===== config.mk =====
export PLATFORM = sky130hd
export DESIGN_NAME = ctp_sched
export DESIGN_NICKNAME = d
export VERILOG_FILES = /design/src/rtl/ctp_sched.v
export VERILOG_INCLUDE_DIRS = /design/src /design/src/shared
export SDC_FILE = /design/constraint.sdc
export NUM_CORES = 1
export LEC_CHECK = 0
export BUFFER_PORTS_ARGS = -buffer_cell sky130_fd_sc_hd__buf_2
export CAP_MARGIN = 25
export CORE_MARGIN = 2
export CORE_UTILIZATION = 53
export CTS_CLUSTER_DIAMETER = 30
export DETAILED_ROUTE_END_ITERATION = 6
export GPL_TIMING_DRIVEN = 0
export PLACE_DENSITY = 0.76
export SLEW_MARGIN = 10
export SYNTH_ARGS = -nofsm -noshare
export SYNTH_HDL_FRONTEND = slang
export SYNTH_SLANG_ARGS = --single-unit

===== constraint.sdc =====
create_clock -name CLK_I -period 5.1 [get_ports CLK_I]
set_input_delay 1.02 -clock CLK_I [delete_from_list [all_inputs] [get_ports CLK_I]]
set_output_delay 1.02 -clock CLK_I [all_outputs]
set_load 0.01 [all_outputs]

===== src/shared/ctp_consts.vh =====
// constants for the channel time and periodic schedule walker block
// assumes inclusion by bare name from the design file, no other dependency
`ifndef CTP_CONSTS_VH
`define CTP_CONSTS_VH

// timing
`define CTP_CLK_PERIOD_PS 5000
`define CTP_TICK_US_PS 1000000
`define CTP_US_LAST 7'h7C
`define CTP_EIGHTH_MS_LAST 17'h1FFFF
`define CTP_SLOT_US 256

// register offsets (byte addresses)
`define CTP_OFS_CMD 8'h00
`define CTP_OFS_STS 8'h04
`define CTP_OFS_INTR 8'h08
`define CTP_OFS_BEACON_PERIOD_START_TIME 8'h0C
`define CTP_OFS_BEACON_PERIOD_START_ADJ 8'h10
`define CTP_OFS_ZONE_BASE 8'h14
`define CTP_OFS_SLOT_IDX 8'h18
`define CTP_OFS_CHAN_TIME 8'h1C
`define CTP_OFS_ASYNC_PTR 8'h20

// host_command_register bits
`define CTP_CMD_RUN 0
`define CTP_CMD_PER_EN 1
`define CTP_CMD_PER_UPD 2
`define CTP_CMD_CTL_RST 3

// host_status_register bits
`define CTP_STS_PER_STAT 0
`define CTP_STS_ADJ_CHG 1

// host_interrupt_enable_register bits
`define CTP_INTR_ADJ_EN 0
`define CTP_INTR_ROLLOVER 2

// schedule structures in memory
`define CTP_LINK_T 0
`define CTP_LINK_ADDR_LSB 4
`define CTP_QH_INFO_OFS 32'h00000004
`define CTP_QH_MAX_MSB 7
`define CTP_QH_ISO 8
`define CTP_QH_ACTIVE 9
`define CTP_ZONE_SHIFT 4
`define CTP_ELEM_SHIFT 2

`endif


===== src/rtl/ctp_sched.v =====
// channel time counter, beacon start tracking and periodic schedule walker
// assumes a register master on the same clock, a memory read port that
// answers with an ack, and a transaction engine that reports each result
//
// How it works
// - 24-bit time: 17-bit eighth-ms, 7-bit us
// - channel time clears on either reset
// - time advances each microsecond once run set
// - microsecond count runs 0 to 124
// - eighth-ms count steps on us wrap
// - full time wrap sets rollover flag
// - time feeds timestamps and isochronous deadlines
// - beacon period end loads next start time
// - adjustment is final minus original start
// - changed adjustment sets status, gated interrupt
// - periodic work always ahead of asynchronous
// - active queue sets served each 16-slot zone
// - element address is base plus zone index times four
// - slot index clears per superframe, steps 256us
// - terminate bit rescans zone if the pass ran a transaction, else asynchronous
// - zone list untouched while periodic enable low
// - periodic status shows traversal really running
// - max count limits endpoint, iso may exceed
// - failed first try allows max minus one retries
// - interrupt endpoint done after one success
// - updated bit cleared once schedule resynchronised
`timescale 1ns/1ps
`include "ctp_consts.vh"

module ctp_sched #(
  parameter ADDR_W = 32,
  parameter DONE_DEPTH = 8
) (
  input wire CLK_I,
  input wire SRST_I,
  input wire WHOLE_RADIO_RESET_I,
  input wire [7:0] REG_ADDR_I,
  input wire [31:0] REG_WDATA_I,
  input wire REG_WR_I,
  input wire REG_RD_I,
  output reg [31:0] REG_RDATA_O,
  input wire BP_END_I,
  input wire [23:0] BEACON_PERIOD_START_ORIG_I,
  input wire [23:0] BEACON_PERIOD_START_FINAL_I,
  input wire SUPERFRAME_START_I,
  output reg [23:0] CHAN_TIME_O,
  output wire IRQ_O,
  output reg MEM_RD_REQ_O,
  output reg [ADDR_W-1:0] MEM_ADDR_O,
  input wire MEM_RD_ACK_I,
  input wire [31:0] MEM_RDATA_I,
  output wire TXN_REQ_O,
  output reg [ADDR_W-1:0] TXN_QS_ADDR_O,
  output reg TXN_ISO_O,
  input wire TXN_DONE_I,
  input wire TXN_OK_I,
  input wire TXN_SPARE_I,
  output wire ASYNC_GO_O
);

  localparam integer TICK_CYCLES = `CTP_TICK_US_PS / `CTP_CLK_PERIOD_PS;
  localparam integer TICK_LAST_INT = TICK_CYCLES - 1;
  localparam integer SLOT_LAST_INT = `CTP_SLOT_US - 1;
  localparam [7:0] TICK_LAST = TICK_LAST_INT[7:0];
  localparam [7:0] SLOT_US_LAST = SLOT_LAST_INT[7:0];

  localparam [6:0] S_IDLE = 7'h01;
  localparam [6:0] S_ZRD = 7'h02;
  localparam [6:0] S_LRD = 7'h04;
  localparam [6:0] S_HRD = 7'h08;
  localparam [6:0] S_TXN = 7'h10;
  localparam [6:0] S_NEXT = 7'h20;
  localparam [6:0] S_DONE = 7'h40;

  function is_wr;
    input [7:0] ofs;
    begin
      is_wr = REG_WR_I && (REG_ADDR_I == ofs);
    end
  endfunction

  function [ADDR_W-1:0] link_addr;
    input [31:0] word;
    begin
      link_addr = {word[ADDR_W-1:`CTP_LINK_ADDR_LSB], {`CTP_LINK_ADDR_LSB{1'b0}}};
    end
  endfunction

  // either reset source, plus the self-clearing controller reset bit
  wire ctl_rst_bit = is_wr(`CTP_OFS_CMD) && REG_WDATA_I[`CTP_CMD_CTL_RST];
  wire rst = SRST_I || WHOLE_RADIO_RESET_I || ctl_rst_bit;

  reg run_reg;
  reg per_en_reg;
  reg per_upd_reg;
  reg per_stat_reg;
  reg adj_chg_reg;
  reg adj_en_reg;
  reg rollover_reg;
  reg [23:0] beacon_period_start_time_reg;
  reg [15:0] beacon_period_start_adj_reg;
  reg [ADDR_W-1:0] zone_base_reg;
  reg [ADDR_W-1:0] async_ptr_reg;
  reg [7:0] slot_idx_reg;

  reg [7:0] tick_cnt_reg;
  reg [6:0] us_cnt_reg;
  reg [16:0] ems_cnt_reg;
  reg [7:0] slot_us_reg;

  reg [6:0] state_reg;
  reg [ADDR_W-1:0] qs_reg;
  reg [31:0] link_reg;
  reg [`CTP_QH_MAX_MSB:0] max_reg;
  reg [`CTP_QH_MAX_MSB:0] cnt_reg;
  reg pass_txn_reg;
  reg slot_done_reg;
  reg [3:0] zone_seen_reg;
  reg [ADDR_W-1:0] done_addr [0:DONE_DEPTH-1];
  reg [DONE_DEPTH-1:0] done_vld_reg;
  reg [2:0] done_ptr_reg;

  wire us_tick = run_reg && (tick_cnt_reg == TICK_LAST);
  wire us_wrap = us_tick && (us_cnt_reg == `CTP_US_LAST);
  wire time_wrap = us_wrap && (ems_cnt_reg == `CTP_EIGHTH_MS_LAST);
  wire [3:0] zone_idx = slot_idx_reg[7:`CTP_ZONE_SHIFT];
  wire [15:0] adj_new = BEACON_PERIOD_START_FINAL_I[15:0] - BEACON_PERIOD_START_ORIG_I[15:0];
  wire sync_now = (state_reg == S_IDLE) && per_upd_reg;

  // previously served queue set within the current zone
  reg done_hit;
  integer k;
  always @* begin
    done_hit = 1'b0;
    for (k = 0; k < DONE_DEPTH; k = k + 1) begin
      if (done_vld_reg[k] && (done_addr[k] == qs_reg)) begin
        done_hit = 1'b1;
      end
    end
  end

  // channel time counter
  always @(posedge CLK_I) begin
    if (rst) begin
      tick_cnt_reg <= 8'h00;
      us_cnt_reg <= 7'h00;
      ems_cnt_reg <= 17'h00000;
      CHAN_TIME_O <= 24'h000000;
    end else begin
      if (!run_reg) begin
        tick_cnt_reg <= 8'h00;
      end else if (us_tick) begin
        tick_cnt_reg <= 8'h00;
      end else begin
        tick_cnt_reg <= tick_cnt_reg + 8'h01;
      end
      if (us_wrap) begin
        us_cnt_reg <= 7'h00;
        ems_cnt_reg <= ems_cnt_reg + 17'h00001;
      end else if (us_tick) begin
        us_cnt_reg <= us_cnt_reg + 7'h01;
      end
      CHAN_TIME_O <= {ems_cnt_reg, us_cnt_reg};
    end
  end

  // slot index: cleared at superframe start, steps every slot length
  always @(posedge CLK_I) begin
    if (rst) begin
      slot_idx_reg <= 8'h00;
      slot_us_reg <= 8'h00;
    end else if (SUPERFRAME_START_I) begin
      slot_idx_reg <= 8'h00;
      slot_us_reg <= 8'h00;
    end else if (us_tick) begin
      slot_us_reg <= slot_us_reg + 8'h01;
      if (slot_us_reg == SLOT_US_LAST) begin
        slot_idx_reg <= slot_idx_reg + 8'h01;
      end
    end
  end

  // control and status registers
  always @(posedge CLK_I) begin
    if (rst) begin
      run_reg <= 1'b0;
      per_en_reg <= 1'b0;
      per_upd_reg <= 1'b0;
      adj_chg_reg <= 1'b0;
      adj_en_reg <= 1'b0;
      rollover_reg <= 1'b0;
      beacon_period_start_time_reg <= 24'h000000;
      beacon_period_start_adj_reg <= 16'h0000;
      zone_base_reg <= {ADDR_W{1'b0}};
      async_ptr_reg <= {ADDR_W{1'b0}};
    end else begin
      if (is_wr(`CTP_OFS_CMD)) begin
        run_reg <= REG_WDATA_I[`CTP_CMD_RUN];
        per_en_reg <= REG_WDATA_I[`CTP_CMD_PER_EN];
      end
      // software set wins over the hardware clear after resync
      if (is_wr(`CTP_OFS_CMD) && REG_WDATA_I[`CTP_CMD_PER_UPD]) begin
        per_upd_reg <= 1'b1;
      end else if (sync_now) begin
        per_upd_reg <= 1'b0;
      end
      if (is_wr(`CTP_OFS_INTR)) begin
        adj_en_reg <= REG_WDATA_I[`CTP_INTR_ADJ_EN];
      end
      if (time_wrap) begin
        rollover_reg <= 1'b1;
      end else if (is_wr(`CTP_OFS_INTR) && REG_WDATA_I[`CTP_INTR_ROLLOVER]) begin
        rollover_reg <= 1'b0;
      end
      if (BP_END_I) begin
        beacon_period_start_time_reg <= BEACON_PERIOD_START_FINAL_I;
        beacon_period_start_adj_reg <= adj_new;
      end
      if (BP_END_I && (adj_new != beacon_period_start_adj_reg)) begin
        adj_chg_reg <= 1'b1;
      end else if (is_wr(`CTP_OFS_STS) && REG_WDATA_I[`CTP_STS_ADJ_CHG]) begin
        adj_chg_reg <= 1'b0;
      end
      if (is_wr(`CTP_OFS_ZONE_BASE)) begin
        zone_base_reg <= REG_WDATA_I[ADDR_W-1:0];
      end
      if (is_wr(`CTP_OFS_ASYNC_PTR)) begin
        async_ptr_reg <= REG_WDATA_I[ADDR_W-1:0];
      end
    end
  end

  assign IRQ_O = adj_chg_reg && adj_en_reg;

  // register read port, data one cycle after the strobe
  always @(posedge CLK_I) begin
    if (rst) begin
      REG_RDATA_O <= 32'h00000000;
    end else if (REG_RD_I) begin
      case (REG_ADDR_I)
        `CTP_OFS_CMD: REG_RDATA_O <= {29'h0, per_upd_reg, per_en_reg, run_reg};
        `CTP_OFS_STS: REG_RDATA_O <= {30'h0, adj_chg_reg, per_stat_reg};
        `CTP_OFS_INTR: REG_RDATA_O <= {29'h0, rollover_reg, 1'b0, adj_en_reg};
        `CTP_OFS_BEACON_PERIOD_START_TIME: REG_RDATA_O <= {8'h00, beacon_period_start_time_reg};
        `CTP_OFS_BEACON_PERIOD_START_ADJ: REG_RDATA_O <= {16'h0000, beacon_period_start_adj_reg};
        `CTP_OFS_ZONE_BASE: REG_RDATA_O <= zone_base_reg;
        `CTP_OFS_SLOT_IDX: REG_RDATA_O <= {24'h000000, slot_idx_reg};
        `CTP_OFS_CHAN_TIME: REG_RDATA_O <= {8'h00, ems_cnt_reg, us_cnt_reg};
        `CTP_OFS_ASYNC_PTR: REG_RDATA_O <= async_ptr_reg;
        default: REG_RDATA_O <= 32'h00000000;
      endcase
    end else begin
      REG_RDATA_O <= 32'h00000000;
    end
  end

  // periodic walker
  wire mem_ok = MEM_RD_REQ_O && MEM_RD_ACK_I;
  wire [ADDR_W-1:0] elem_addr = zone_base_reg +
    {{(ADDR_W-6){1'b0}}, zone_idx, 2'b00};
  wire [`CTP_QH_MAX_MSB:0] cnt_inc = cnt_reg + 1'b1;
  wire lim_hit = (cnt_inc >= max_reg) && !(TXN_ISO_O && TXN_SPARE_I);
  wire txn_stop = (TXN_OK_I && !TXN_ISO_O) || lim_hit;

  always @(posedge CLK_I) begin
    if (rst) begin
      state_reg <= S_IDLE;
      per_stat_reg <= 1'b0;
      MEM_RD_REQ_O <= 1'b0;
      MEM_ADDR_O <= {ADDR_W{1'b0}};
      TXN_QS_ADDR_O <= {ADDR_W{1'b0}};
      TXN_ISO_O <= 1'b0;
      qs_reg <= {ADDR_W{1'b0}};
      link_reg <= 32'h00000000;
      max_reg <= 8'h00;
      cnt_reg <= 8'h00;
      pass_txn_reg <= 1'b0;
      slot_done_reg <= 1'b0;
      zone_seen_reg <= 4'h0;
      done_vld_reg <= {DONE_DEPTH{1'b0}};
      done_ptr_reg <= 3'h0;
    end else begin
      if (zone_seen_reg != zone_idx) begin
        zone_seen_reg <= zone_idx;
        done_vld_reg <= {DONE_DEPTH{1'b0}};
      end
      if (SUPERFRAME_START_I || (us_tick && slot_us_reg == SLOT_US_LAST)) begin
        slot_done_reg <= 1'b0;
      end
      case (state_reg)
        S_IDLE: begin
          per_stat_reg <= per_en_reg && run_reg;
          if (sync_now) begin
            done_vld_reg <= {DONE_DEPTH{1'b0}};
          end else if (per_en_reg && run_reg && !slot_done_reg) begin
            MEM_RD_REQ_O <= 1'b1;
            MEM_ADDR_O <= elem_addr;
            pass_txn_reg <= 1'b0;
            state_reg <= S_ZRD;
          end
        end
        S_ZRD, S_NEXT: begin
          if (state_reg == S_ZRD && mem_ok) begin
            MEM_RD_REQ_O <= 1'b0;
            link_reg <= MEM_RDATA_I;
            state_reg <= S_NEXT;
          end else if (state_reg == S_NEXT) begin
            if (link_reg[`CTP_LINK_T]) begin
              // no rescan of the zone list once periodic enable is dropped
              if (pass_txn_reg && per_en_reg) begin
                MEM_RD_REQ_O <= 1'b1;
                MEM_ADDR_O <= elem_addr;
                pass_txn_reg <= 1'b0;
                state_reg <= S_ZRD;
              end else begin
                state_reg <= S_DONE;
              end
            end else begin
              qs_reg <= link_addr(link_reg);
              MEM_RD_REQ_O <= 1'b1;
              MEM_ADDR_O <= link_addr(link_reg);
              state_reg <= S_LRD;
            end
          end
        end
        S_LRD: begin
          if (mem_ok) begin
            link_reg <= MEM_RDATA_I;
            MEM_ADDR_O <= qs_reg + `CTP_QH_INFO_OFS;
            state_reg <= S_HRD;
          end
        end
        S_HRD: begin
          if (mem_ok) begin
            MEM_RD_REQ_O <= 1'b0;
            max_reg <= MEM_RDATA_I[`CTP_QH_MAX_MSB:0];
            TXN_ISO_O <= MEM_RDATA_I[`CTP_QH_ISO];
            TXN_QS_ADDR_O <= qs_reg;
            cnt_reg <= 8'h00;
            if (MEM_RDATA_I[`CTP_QH_ACTIVE] && !done_hit) begin
              state_reg <= S_TXN;
            end else begin
              state_reg <= S_NEXT;
            end
          end
        end
        S_TXN: begin
          if (TXN_DONE_I) begin
            cnt_reg <= cnt_inc;
            pass_txn_reg <= 1'b1;
            if (txn_stop) begin
              done_vld_reg[done_ptr_reg] <= 1'b1;
              done_ptr_reg <= done_ptr_reg + 3'h1;
              state_reg <= S_NEXT;
            end
          end
        end
        S_DONE: begin
          slot_done_reg <= 1'b1;
          state_reg <= S_IDLE;
        end
        default: begin
          MEM_RD_REQ_O <= 1'b0;
          state_reg <= S_IDLE;
        end
      endcase
    end
  end

  always @(posedge CLK_I) begin
    if (state_reg == S_TXN && TXN_DONE_I && txn_stop) begin
      done_addr[done_ptr_reg] <= qs_reg;
    end
  end

  assign TXN_REQ_O = (state_reg == S_TXN);
  // asynchronous work only once the periodic walk has nothing left
  assign ASYNC_GO_O = run_reg && (state_reg == S_IDLE) &&
    (!per_stat_reg || slot_done_reg);

endmodule // ctp_sched


* Word-level counts from Yosys, hierarchy flattened
Memory sizes are Yosys's and may differ from the RTL's. Index checks and enable logic that the tools add are counted.
Word-level totals: register bits after elaboration 377, memory bits (writable) 224, input bits 131, memories 1
Memories:
- done_addr | depth 8, width 28, read ports 8, clocked after Yosys merged registers in 0, write ports 1, RTL line ctp_sched.v:119 | reg [ADDR_W-1:0] done_addr [0:DONE_DEPTH-1];
Cells by class: add/sub/neg operators 10, order comparisons 3, equal/unequal tests 43, multiplexer cells 69, bitwise logic cells 6, reductions and logical operators 73
Operators by type and width (number):
- 2-to-1 mux 32 bit | 9
- case mux 32 bit (9 select lines) | 1
- equality test 32 bit | 8
- case mux 32 bit (3 select lines) | 1
- 2-to-1 mux 7 bit | 10
- case mux 32 bit (2 select lines) | 1
- 2-to-1 mux 8 bit | 7
- logical AND 1 bit | 38
- case mux 7 bit (5 select lines) | 1
- 2-to-1 mux 1 bit | 33
- adder 32 x 3 -> 32 bit, second input constant | 1
- adder 32 x 6 -> 32 bit | 1
- adder 8 x 1 -> 8 bit, second input constant | 4
- equality test 8 x 5 -> 1 bit, second input constant | 4
- case mux 8 bit (2 select lines) | 2
- adder 17 x 1 -> 17 bit, second input constant | 1
- equality test 17 bit, second input constant | 1
- equality test 8 x 4 -> 1 bit, second input constant | 2
- equality test 8 bit, second input constant | 2
- != test 16 bit | 1
- != test 2 bit, second input constant | 8
- subtractor 16 bit | 1
- equality test 7 bit, second input constant | 2
- AND reduction 7 bit | 2
- other kinds (35) | 63

* Longest topological paths before layout
Gate-level depths: netlist of the first run. An unclocked memory read counts as a cell.
depth in word-level cells 16, mapped depth 13, gate-level depth less buffers 13

* Least setup slack after synthesis of the first run
Ideal clock, no wire load.
kind reg-to-reg, start point reg cnt_reg[0], end point mem done_addr[0][0] in the netlist's numbering, enable pin, data arrival time 4953 ps, data required time 4613 ps, slack -340 ps, cell stages (with the launch flop) 13, clock period less this slack 5440 ps, path through dfxtp_1 -> and3_1 -> and3_1 -> nand3_1 -> xnor2_1 -> ha_1 -> o21ai_0 -> nand2b_1 -> a21boi_0 -> a211oi_1 -> o22ai_1 -> nand2_1 -> nor4_1
Between the ends: word-level cells in the longest chain between the ends 7
RTL lines:
- start: declaration | RTL line ctp_sched.v:115 | reg [`CTP_QH_MAX_MSB:0] cnt_reg;
- start signal: assignment | RTL line ctp_sched.v:349 | cnt_reg <= cnt_inc;
- adder 8 x 1 -> 8 bit | RTL line ctp_sched.v:261 | wire [`CTP_QH_MAX_MSB:0] cnt_inc = cnt_reg + 1'b1;
- greater-or-equal comparator 8 bit | RTL line ctp_sched.v:262 | wire lim_hit = (cnt_inc >= max_reg) && !(TXN_ISO_O && TXN_SPARE_I);
- logical AND 1 bit | RTL line ctp_sched.v:262
- logical OR 1 bit | RTL line ctp_sched.v:263 | wire txn_stop = (TXN_OK_I && !TXN_ISO_O) || lim_hit;
- logical AND 1 bit | RTL line ctp_sched.v:371 | if (state_reg == S_TXN && TXN_DONE_I && txn_stop) begin
- 2-to-1 mux 1 bit | RTL line ctp_sched.v:371
- 2-to-1 mux 1 bit (not written as such) | RTL line ctp_sched.v:372 | done_addr[done_ptr_reg] <= qs_reg;
- end: declaration | RTL line ctp_sched.v:119
No other way between the ends.

* Final worst setup path of the first run
start point reg cnt_reg[0], end point mem done_addr[4][2] in the netlist's numbering, enable pin
Same word-level chain as after synthesis.

==> results of run 1 <==
[final cells by class]
| cell class | count | share of cell area (%) |
|---|---|---|
| timing repair buffer | 255 | 4.23 |
| clock inverter | 65 | 2.49 |
| buffer | 152 | 1.99 |
| multi-input combinational | 1753 | 34.2 |
| inverter | 35 | 0.412 |
| sequential | 598 | 44.6 |
| clock buffer | 139 | 9.65 |
| antenna | 2 | 0.0157 |
| tap | 615 | 2.42 |
[cells by family (layout without fill, tap and decap cells)]
kind of cell / Yosys count / count (layout) / share of synthesized area (%)
other cells: 1 / 6 / 0.0145
compound gates: 471 / 471 / 11.4
buf+inv: 187 / 646 / 2.97
fa+ha+maj: 38 / 38 / 1.90
flops: 598 / 598 / 55.1
simple gates: 866 / 866 / 15.5
xor+xnor: 329 / 329 / 11.4
mux: 45 / 45 / 1.75
[metal layers]
layer	share of wire, %	vias to the layer above	wire length [microns]	track usage, %
met5	0.047	-	40	0
met4	6.2	6	5200	20.0
met3	9.9	291	8360	7.07
met2	48	1303	40200	55.3
met1	36	10300	30600	38.9
li1	-	9682	-	-
[cell usage in the layout, fill, tap and decap left out, types with 44 or more instances in the layout]
master | synthesis | final
xor2_1 | 166 | 166
dfxtp_1 | 374 | 374
nand2_1 | 393 | 393
nand3_1 | 47 | 47
clkbuf_16 | 0 | 113
mux2i_1 | 44 | 44
nand4_1 | 44 | 44
nor2_1 | 173 | 170
xnor2_1 | 159 | 159
edfxtp_1 | 224 | 224
buf_2 | 9 | 251
clkbuf_1 | 114 | 125
a22oi_1 | 58 | 58
a21oi_1 | 245 | 245
[worst reg2reg max path, delay by kind of cell, from the launching register on]
kind,cells,cell delay [ns]
and+or+nand+nor,6,1.96
AOI/OAI and AO/OA,4,0.74
DFF,1,0.41
buffers and inverters,1,0.35
adders and majority gates,1,0.27
xor gates and xnor gates,1,0.16
[worst min-delay path by stage]
stage / startpoint / end / slack [ns] / depth (start not counted)
global placement: tick_cnt_reg[0] / tick_cnt_reg[0] / 0.42 / 1
detailed placement: TXN_QS_ADDR_O[23] / TXN_QS_ADDR_O[23] / 0.45 / 2
CTS: tick_cnt_reg[0] / tick_cnt_reg[0] / 0.45 / 1
global route: tick_cnt_reg[0] / tick_cnt_reg[0] / 0.47 / 1
finish: tick_cnt_reg[0] / tick_cnt_reg[0] / 0.45 / 1
floorplan: tick_cnt_reg[0] / tick_cnt_reg[0] / 0.41 / 1
[metrics by stage]
step / power (mW) / hold slack (ns)
floorplan: 5.26 / 0.413
global placement: 5.41 / 0.423
detailed placement: 5.42 / 0.446
CTS: 12.8 / 0.449
global route: 13.0 / 0.469
finish: 12.8 / 0.446
[power groups by stage]
stage	Combinational [mW]	Sequential, mW	Clock, mW
after floorplan	0.223	5.04	0
after global placement	0.370	5.04	0
after detailed placement	0.378	5.05	0
after CTS	0.381	4.95	7.45
after global routing	0.412	4.95	7.68
final	0.390	4.95	7.44
==> out/metrics.yaml, run 1 <==
floorplan:
  die-area_sq_um: 50500
  coreArea_sq_um: 47800
  start_util_pct: 53.9
  rows: 80
  ios: 256
  die-width_microns: 225
  die_h_microns: 225
final_layout:
  area_growth_syn_to_layout_pct: 23.5
  final_core_util_pct: 66.6
  drive_gt1_share_pct: 16.6
  top_register: "done_addr"
  fin_cells: 3614
  nets: 3072
  nFillCells: 3511
  multiInputGateArea_sq_um: 10900
  design_area_sq_um: 31900
  largest_reg_flops: 224
  regArea_sq_um: 14200
setup_path:
  cpLargestDelayFamily: "simple AND/OR/NAND/NOR gates"
  r2r_slack_ns: 0.92
  cp.required_ns: 5.45
  r2r_end: "done_addr[4][2]"
  r2r_start: "cnt_reg[0]"
  cp.buffers_inverters: 1
  worstSetupEndpointType: "flop"
  crit_type: "reg -> reg"
  arrival_ns: 4.52
  crit_path_top_delay_cell: "nor3_2"
  cp_max_fo: 12
  path_depth: 13
  crit_chain: "and3_1 -> and3_1 -> nand3_1 -> xnor2_1 -> ha_1 -> o21ai_0 -> nand2b_1 -> a21boi_0 -> a211oi_1 -> o22ai_1 -> nand3_1 -> nor3_2 -> buf_4"
  crit_start: "cnt_reg[0]"
  crit_path_max_incr_delay_ns: 0.77
  endpoint: "done_addr[4][2]"
  r2r_cells: 13
  worstSetupStartpointType: "flop"
pwr:
  ir_worst_vdd_mv: 0.336
  internal_power_mw: 9.98
  p_leak_nw: 11.4
  swShare_pct: 22.0
  power-per-cell-area_nw_per_um2: 401
  p_comb_share_pct: 3.1
  clockPowerShare_pct: 58.2
  p_switching_mw: 2.81
  power_frac_seq_pct: 38.7
sta:
  setup_violations: 0
  postLayoutSetupSlackWorst_ns: 0.924
  worst_pin_slew_ns: 1.13
  fmax_mhz: 239
  fin_worst_skew_ns: 0.0580
  maxSlewViolCount: 0
  fin_crit_sh_pct: 81.9
  tns_ns: 0
  grt_setup_unrepaired: "no"
  finalHoldViolCount: 0
  timing.final.crit_period_ns: 4.18
  slew-limit-headroom_pct: 24.7
synthesis:
  yosysTopAreaCell: "dfxtp_1"
  synth_async_sr_flop_share_pct: 0
  ys_seq_elements: 598
  synth_common_cells: "nand2_1, dfxtp_1, a21oi_1"
  yosys.cell_count.top_type: "nand2_1"
  synthDistinctLibCells: 79
  syn_inst: 2535
  synth_top_area_share_pct: 29.0
  ys_top_cells_by_area: "dfxtp_1, edfxtp_1, nand2_1"
  synth_area_sq_um: 25800
  synth_edf_count: 224
  avgSynthCellArea_sq_um: 10.2
  synth_warnings: 0
  ys.flop_type: "dfxtp_1"
  yosysSeqAreaShare_pct: 55.1
cts:
  tritoncts: "yes"
  post_cts_buffers: 0
  clk_latency_ns: 0.67
  cts_buffer_depth: 3
  cts_sinks: 598
  clock-root-buffer: "clkbuf_16"
  htreeDepth: 3
  hold_buffers: 0
  cts-resized-gates: 0
  clk_pin_slew_worst_paths_ns: 0.05
  cts-buffers-inserted: 108
route:
  drtPass1Iterations: 7
  avgRoutedWirePerCell_microns: 23.4
  vias: 21600
  wl_mm: 84.4
  ant_nets: 0
  drt-initial-drc-count: 2660
  routed_via_density: 5.97
  route.detailed.drc: 0
global_routing:
  antenna_found_initial: 4
  grt_pass1_wl_mm: 125
  grt_overflow: 0
  grt_pass1_vias: 21300
  grt_start_max_net_pins: 29
  grtUsageTotal_pct: 33.0
place:
  dp_slack_ns: 0.696
  hpwl_mm: 60.1
  dpl_cell_area_sq_um: 27900
  gp_congestion: 0.947
  place_inst: 3405
  portBuffers: 242
status:
  status: "finished, final reports clean"
worst_hold_path:
  worstHoldPathType: "reg -> reg"
run:
  cap_viol_max_count: 0
No activity file was read; power rests on OpenSTA's default activity.
==> inputs of run 2 (changes only) <==
--- a/config.mk
+++ b/config.mk
@@ -13,7 +13,7 @@
 export CTS_CLUSTER_DIAMETER = 30
 export DETAILED_ROUTE_END_ITERATION = 6
 export GPL_TIMING_DRIVEN = 0
-export PLACE_DENSITY = 0.76
+export PLACE_DENSITY = 0.73
 export SLEW_MARGIN = 10
 export SYNTH_ARGS = -nofsm -noshare
 export SYNTH_HDL_FRONTEND = slang
==> constraint.sdc (replaced) <==
create_clock -name CLK_I -period 4.3 [get_ports CLK_I]
set_input_delay 0.86 -clock CLK_I [delete_from_list [all_inputs] [get_ports CLK_I]]
set_output_delay 0.86 -clock CLK_I [all_outputs]
set_load 0.01 [all_outputs]
==> run 2 against run 1 <==
Effect of this change:
- critical path depth shrank 5
- sequential share of layout area shrank 0.45 points
- count of clock-buffer cells in the layout grew 6
- first-iteration DRC count down 13%
- design area increased by 1.0%
- setup slack got worse by 0.58 ns
- total power increased by 21%
- register-to-register slack worse by 0.56 ns
- non-clock buffer count rose by 11
- highest routed layer is now met4
- largest power group unchanged
==> out/metrics.yaml, run 2 (synthesis gave the netlist of run 1 again) <==
status:
  status: "finished, final reports clean"
setup_path:
  worstSetupEndpointType: "flop"
  arrival_ns: 4.43
  endpoint: "cnt_reg[1]"
  worstSetupStartpointType: "input pin"
  r2r_slack_ns: 0.36
  cp.buffers_inverters: 3
  crit_path_top_delay_cell: "buf_1"
  crit_path_max_incr_delay_ns: 0.87
  r2r_cells: 15
  crit_type: "in -> reg"
  cpLargestDelayFamily: "buffers and inverters"
  cp_max_fo: 10
  r2r_start: "cnt_reg[2]"
  path_depth: 8
  r2r_end: "done_addr[3][14]"
  crit_start: "REG_ADDR_I[4]"
  cp.required_ns: 4.77
  crit_chain: "buf_2 -> nor3_1 -> nand2b_1 -> nor2_1 -> a311o_1 -> clkbuf_1 -> buf_1 -> nor2_1"
  cpMostUsedCell: "nor2_1"
sta:
  maxSlewViolCount: 0
  worst_pin_slew_ns: 1.17
  finalHoldViolCount: 0
  fin_worst_skew_ns: 0.0330
  tns_ns: 0
  timing.final.crit_period_ns: 3.95
  fin_crit_sh_pct: 91.9
  setup_violations: 0
  postLayoutSetupSlackWorst_ns: 0.347
  fmax_mhz: 253
  slew-limit-headroom_pct: 21.7
final_layout:
  final_common_cell: "nand2_1"
  drive_gt1_share_pct: 17.3
  fin_cells: 3636
  area_growth_syn_to_layout_pct: 24.7
  nets: 3090
  design_area_sq_um: 32200
  largest_reg_flops: 224
  most-common-layout-cells: "nand2_1, dfxtp_1, buf_2"
  top_register: "done_addr"
global_routing:
  grt_pass1_vias: 21000
  grt_overflow: 0
  grtUsageTotal_pct: 33.4
  antenna_found_initial: 1
  grt_start_max_net_pins: 29
  grt_pass1_wl_mm: 126
place:
  gp_congestion: 0.961
  portBuffers: 242
  place_inst: 3410
  hpwl_mm: 61.0
  dp_slack_ns: -0.114
  dpl_cell_area_sq_um: 28000
cts:
  cts_sinks: 598
  cts_buffer_depth: 3
  clk_pin_slew_worst_paths_ns: 0.04
  hold_buffers: 0
  tritoncts: "yes"
  clk_latency_ns: 0.66
  cts-buffers-inserted: 115
  clock-root-buffer: "clkbuf_16"
  htreeDepth: 3
run:
  cap_viol_max_count: 0
route:
  vias: 21400
  drtPass1Iterations: 7
  avgRoutedWirePerCell_microns: 23.4
  drt-initial-drc-count: 2310
  wl_mm: 85.1
  routed_via_density: 5.88
  ant_nets: 0
  route.detailed.drc: 0
floorplan:
  rows: 80
  die-area_sq_um: 50500
  coreArea_sq_um: 47800
  die-width_microns: 225
  ios: 256
  die_h_microns: 225
  start_util_pct: 53.9
pwr:
  p_leak_nw: 11.5
  power-per-cell-area_nw_per_um2: 482
  power_mw: 15.5
  ir_worst_vdd_mv: 0.327
worst_hold_path:
  hp-start: "TXN_QS_ADDR_O[5]"
  worstHoldPathType: "reg -> reg"
  holdPathStages: 2
-- run 2: cell count changes in the layout (fill, tap and decap cells not counted), sizes merged --
cell	delta
diode	-1
clkinv	-4
clkbuf	+6
buf	+11
bufinv	+1
inv	+2
clkinvlp	+7
-- run 2: metal layers --
metal,track usage (%),wire [microns],vias up
li1,-,-,9706
met1,40.0,31500,10300
met2,56.0,40300,1187
met3,7.03,8210,244
met4,18.8,5100,0
met5,0,0,-
-- run 2: area by class of cell --
type,count,area (sq um)
Fill cell,3590,15700
Tap cell,615,769
Clock buffer,145,3250
Antenna cell,1,2.50
Multi-Input combinational cell,1753,10900
Inverter,35,131
Timing Repair Buffer,266,1450
Sequential cell,598,14200
Buffer,152,634
Clock inverter,71,812
-- run 2: through the flow --
stage	utilization [%]	hold slack [ns]
5_1_grt	67.3	0.465
3_5_place_dp	58.5	0.447
2_1_floorplan	-	0.413
6_report	67.3	0.450
3_3_place_gp	58.1	0.424
4_1_cts	67.0	0.445
-- run 2: worst min path at each step --
stage / end / slack [ns]
after floorplan: tick_cnt_reg[0] / 0.41
after global placement: tick_cnt_reg[0] / 0.42
after detailed placement: TXN_QS_ADDR_O[4] / 0.45
after CTS: beacon_period_start_time_reg[17] / 0.44
after global routing: beacon_period_start_time_reg[20] / 0.46
final: TXN_QS_ADDR_O[5] / 0.45
-- run 2: worst register-to-register path, stage by stage, from the launching register on --
cell,delay [ns]
dfxtp_1,0.39
and3_1,0.27
and3_1,0.27
nand3_1,0.12
xnor2_1,0.16
ha_1,0.28
o21ai_0,0.08
nand2b_1,0.09
a21boi_0,0.25
a21oi_1,0.10
o22ai_2,0.33
nand2_2,0.26
nor3_4,0.42
buf_4,0.25
buf_4,0.23
buf_6,0.18
-- run 2: what timing repair did --
action	4_1_cts	5_1_grt
pin swaps	0	4
setup buffers	0	8
cloned	0	0
endpoints found under the setup margin	12	165
resized for setup	2	3
-- run 2: power breakdown --
part           switching [mW]  total (mW)  internal, mW  leakage [nW]
Clock                    3.06        9.18          6.12          1.95
Sequential             0.0163        5.88          5.86          4.87
Combinational           0.288       0.461         0.173          4.71
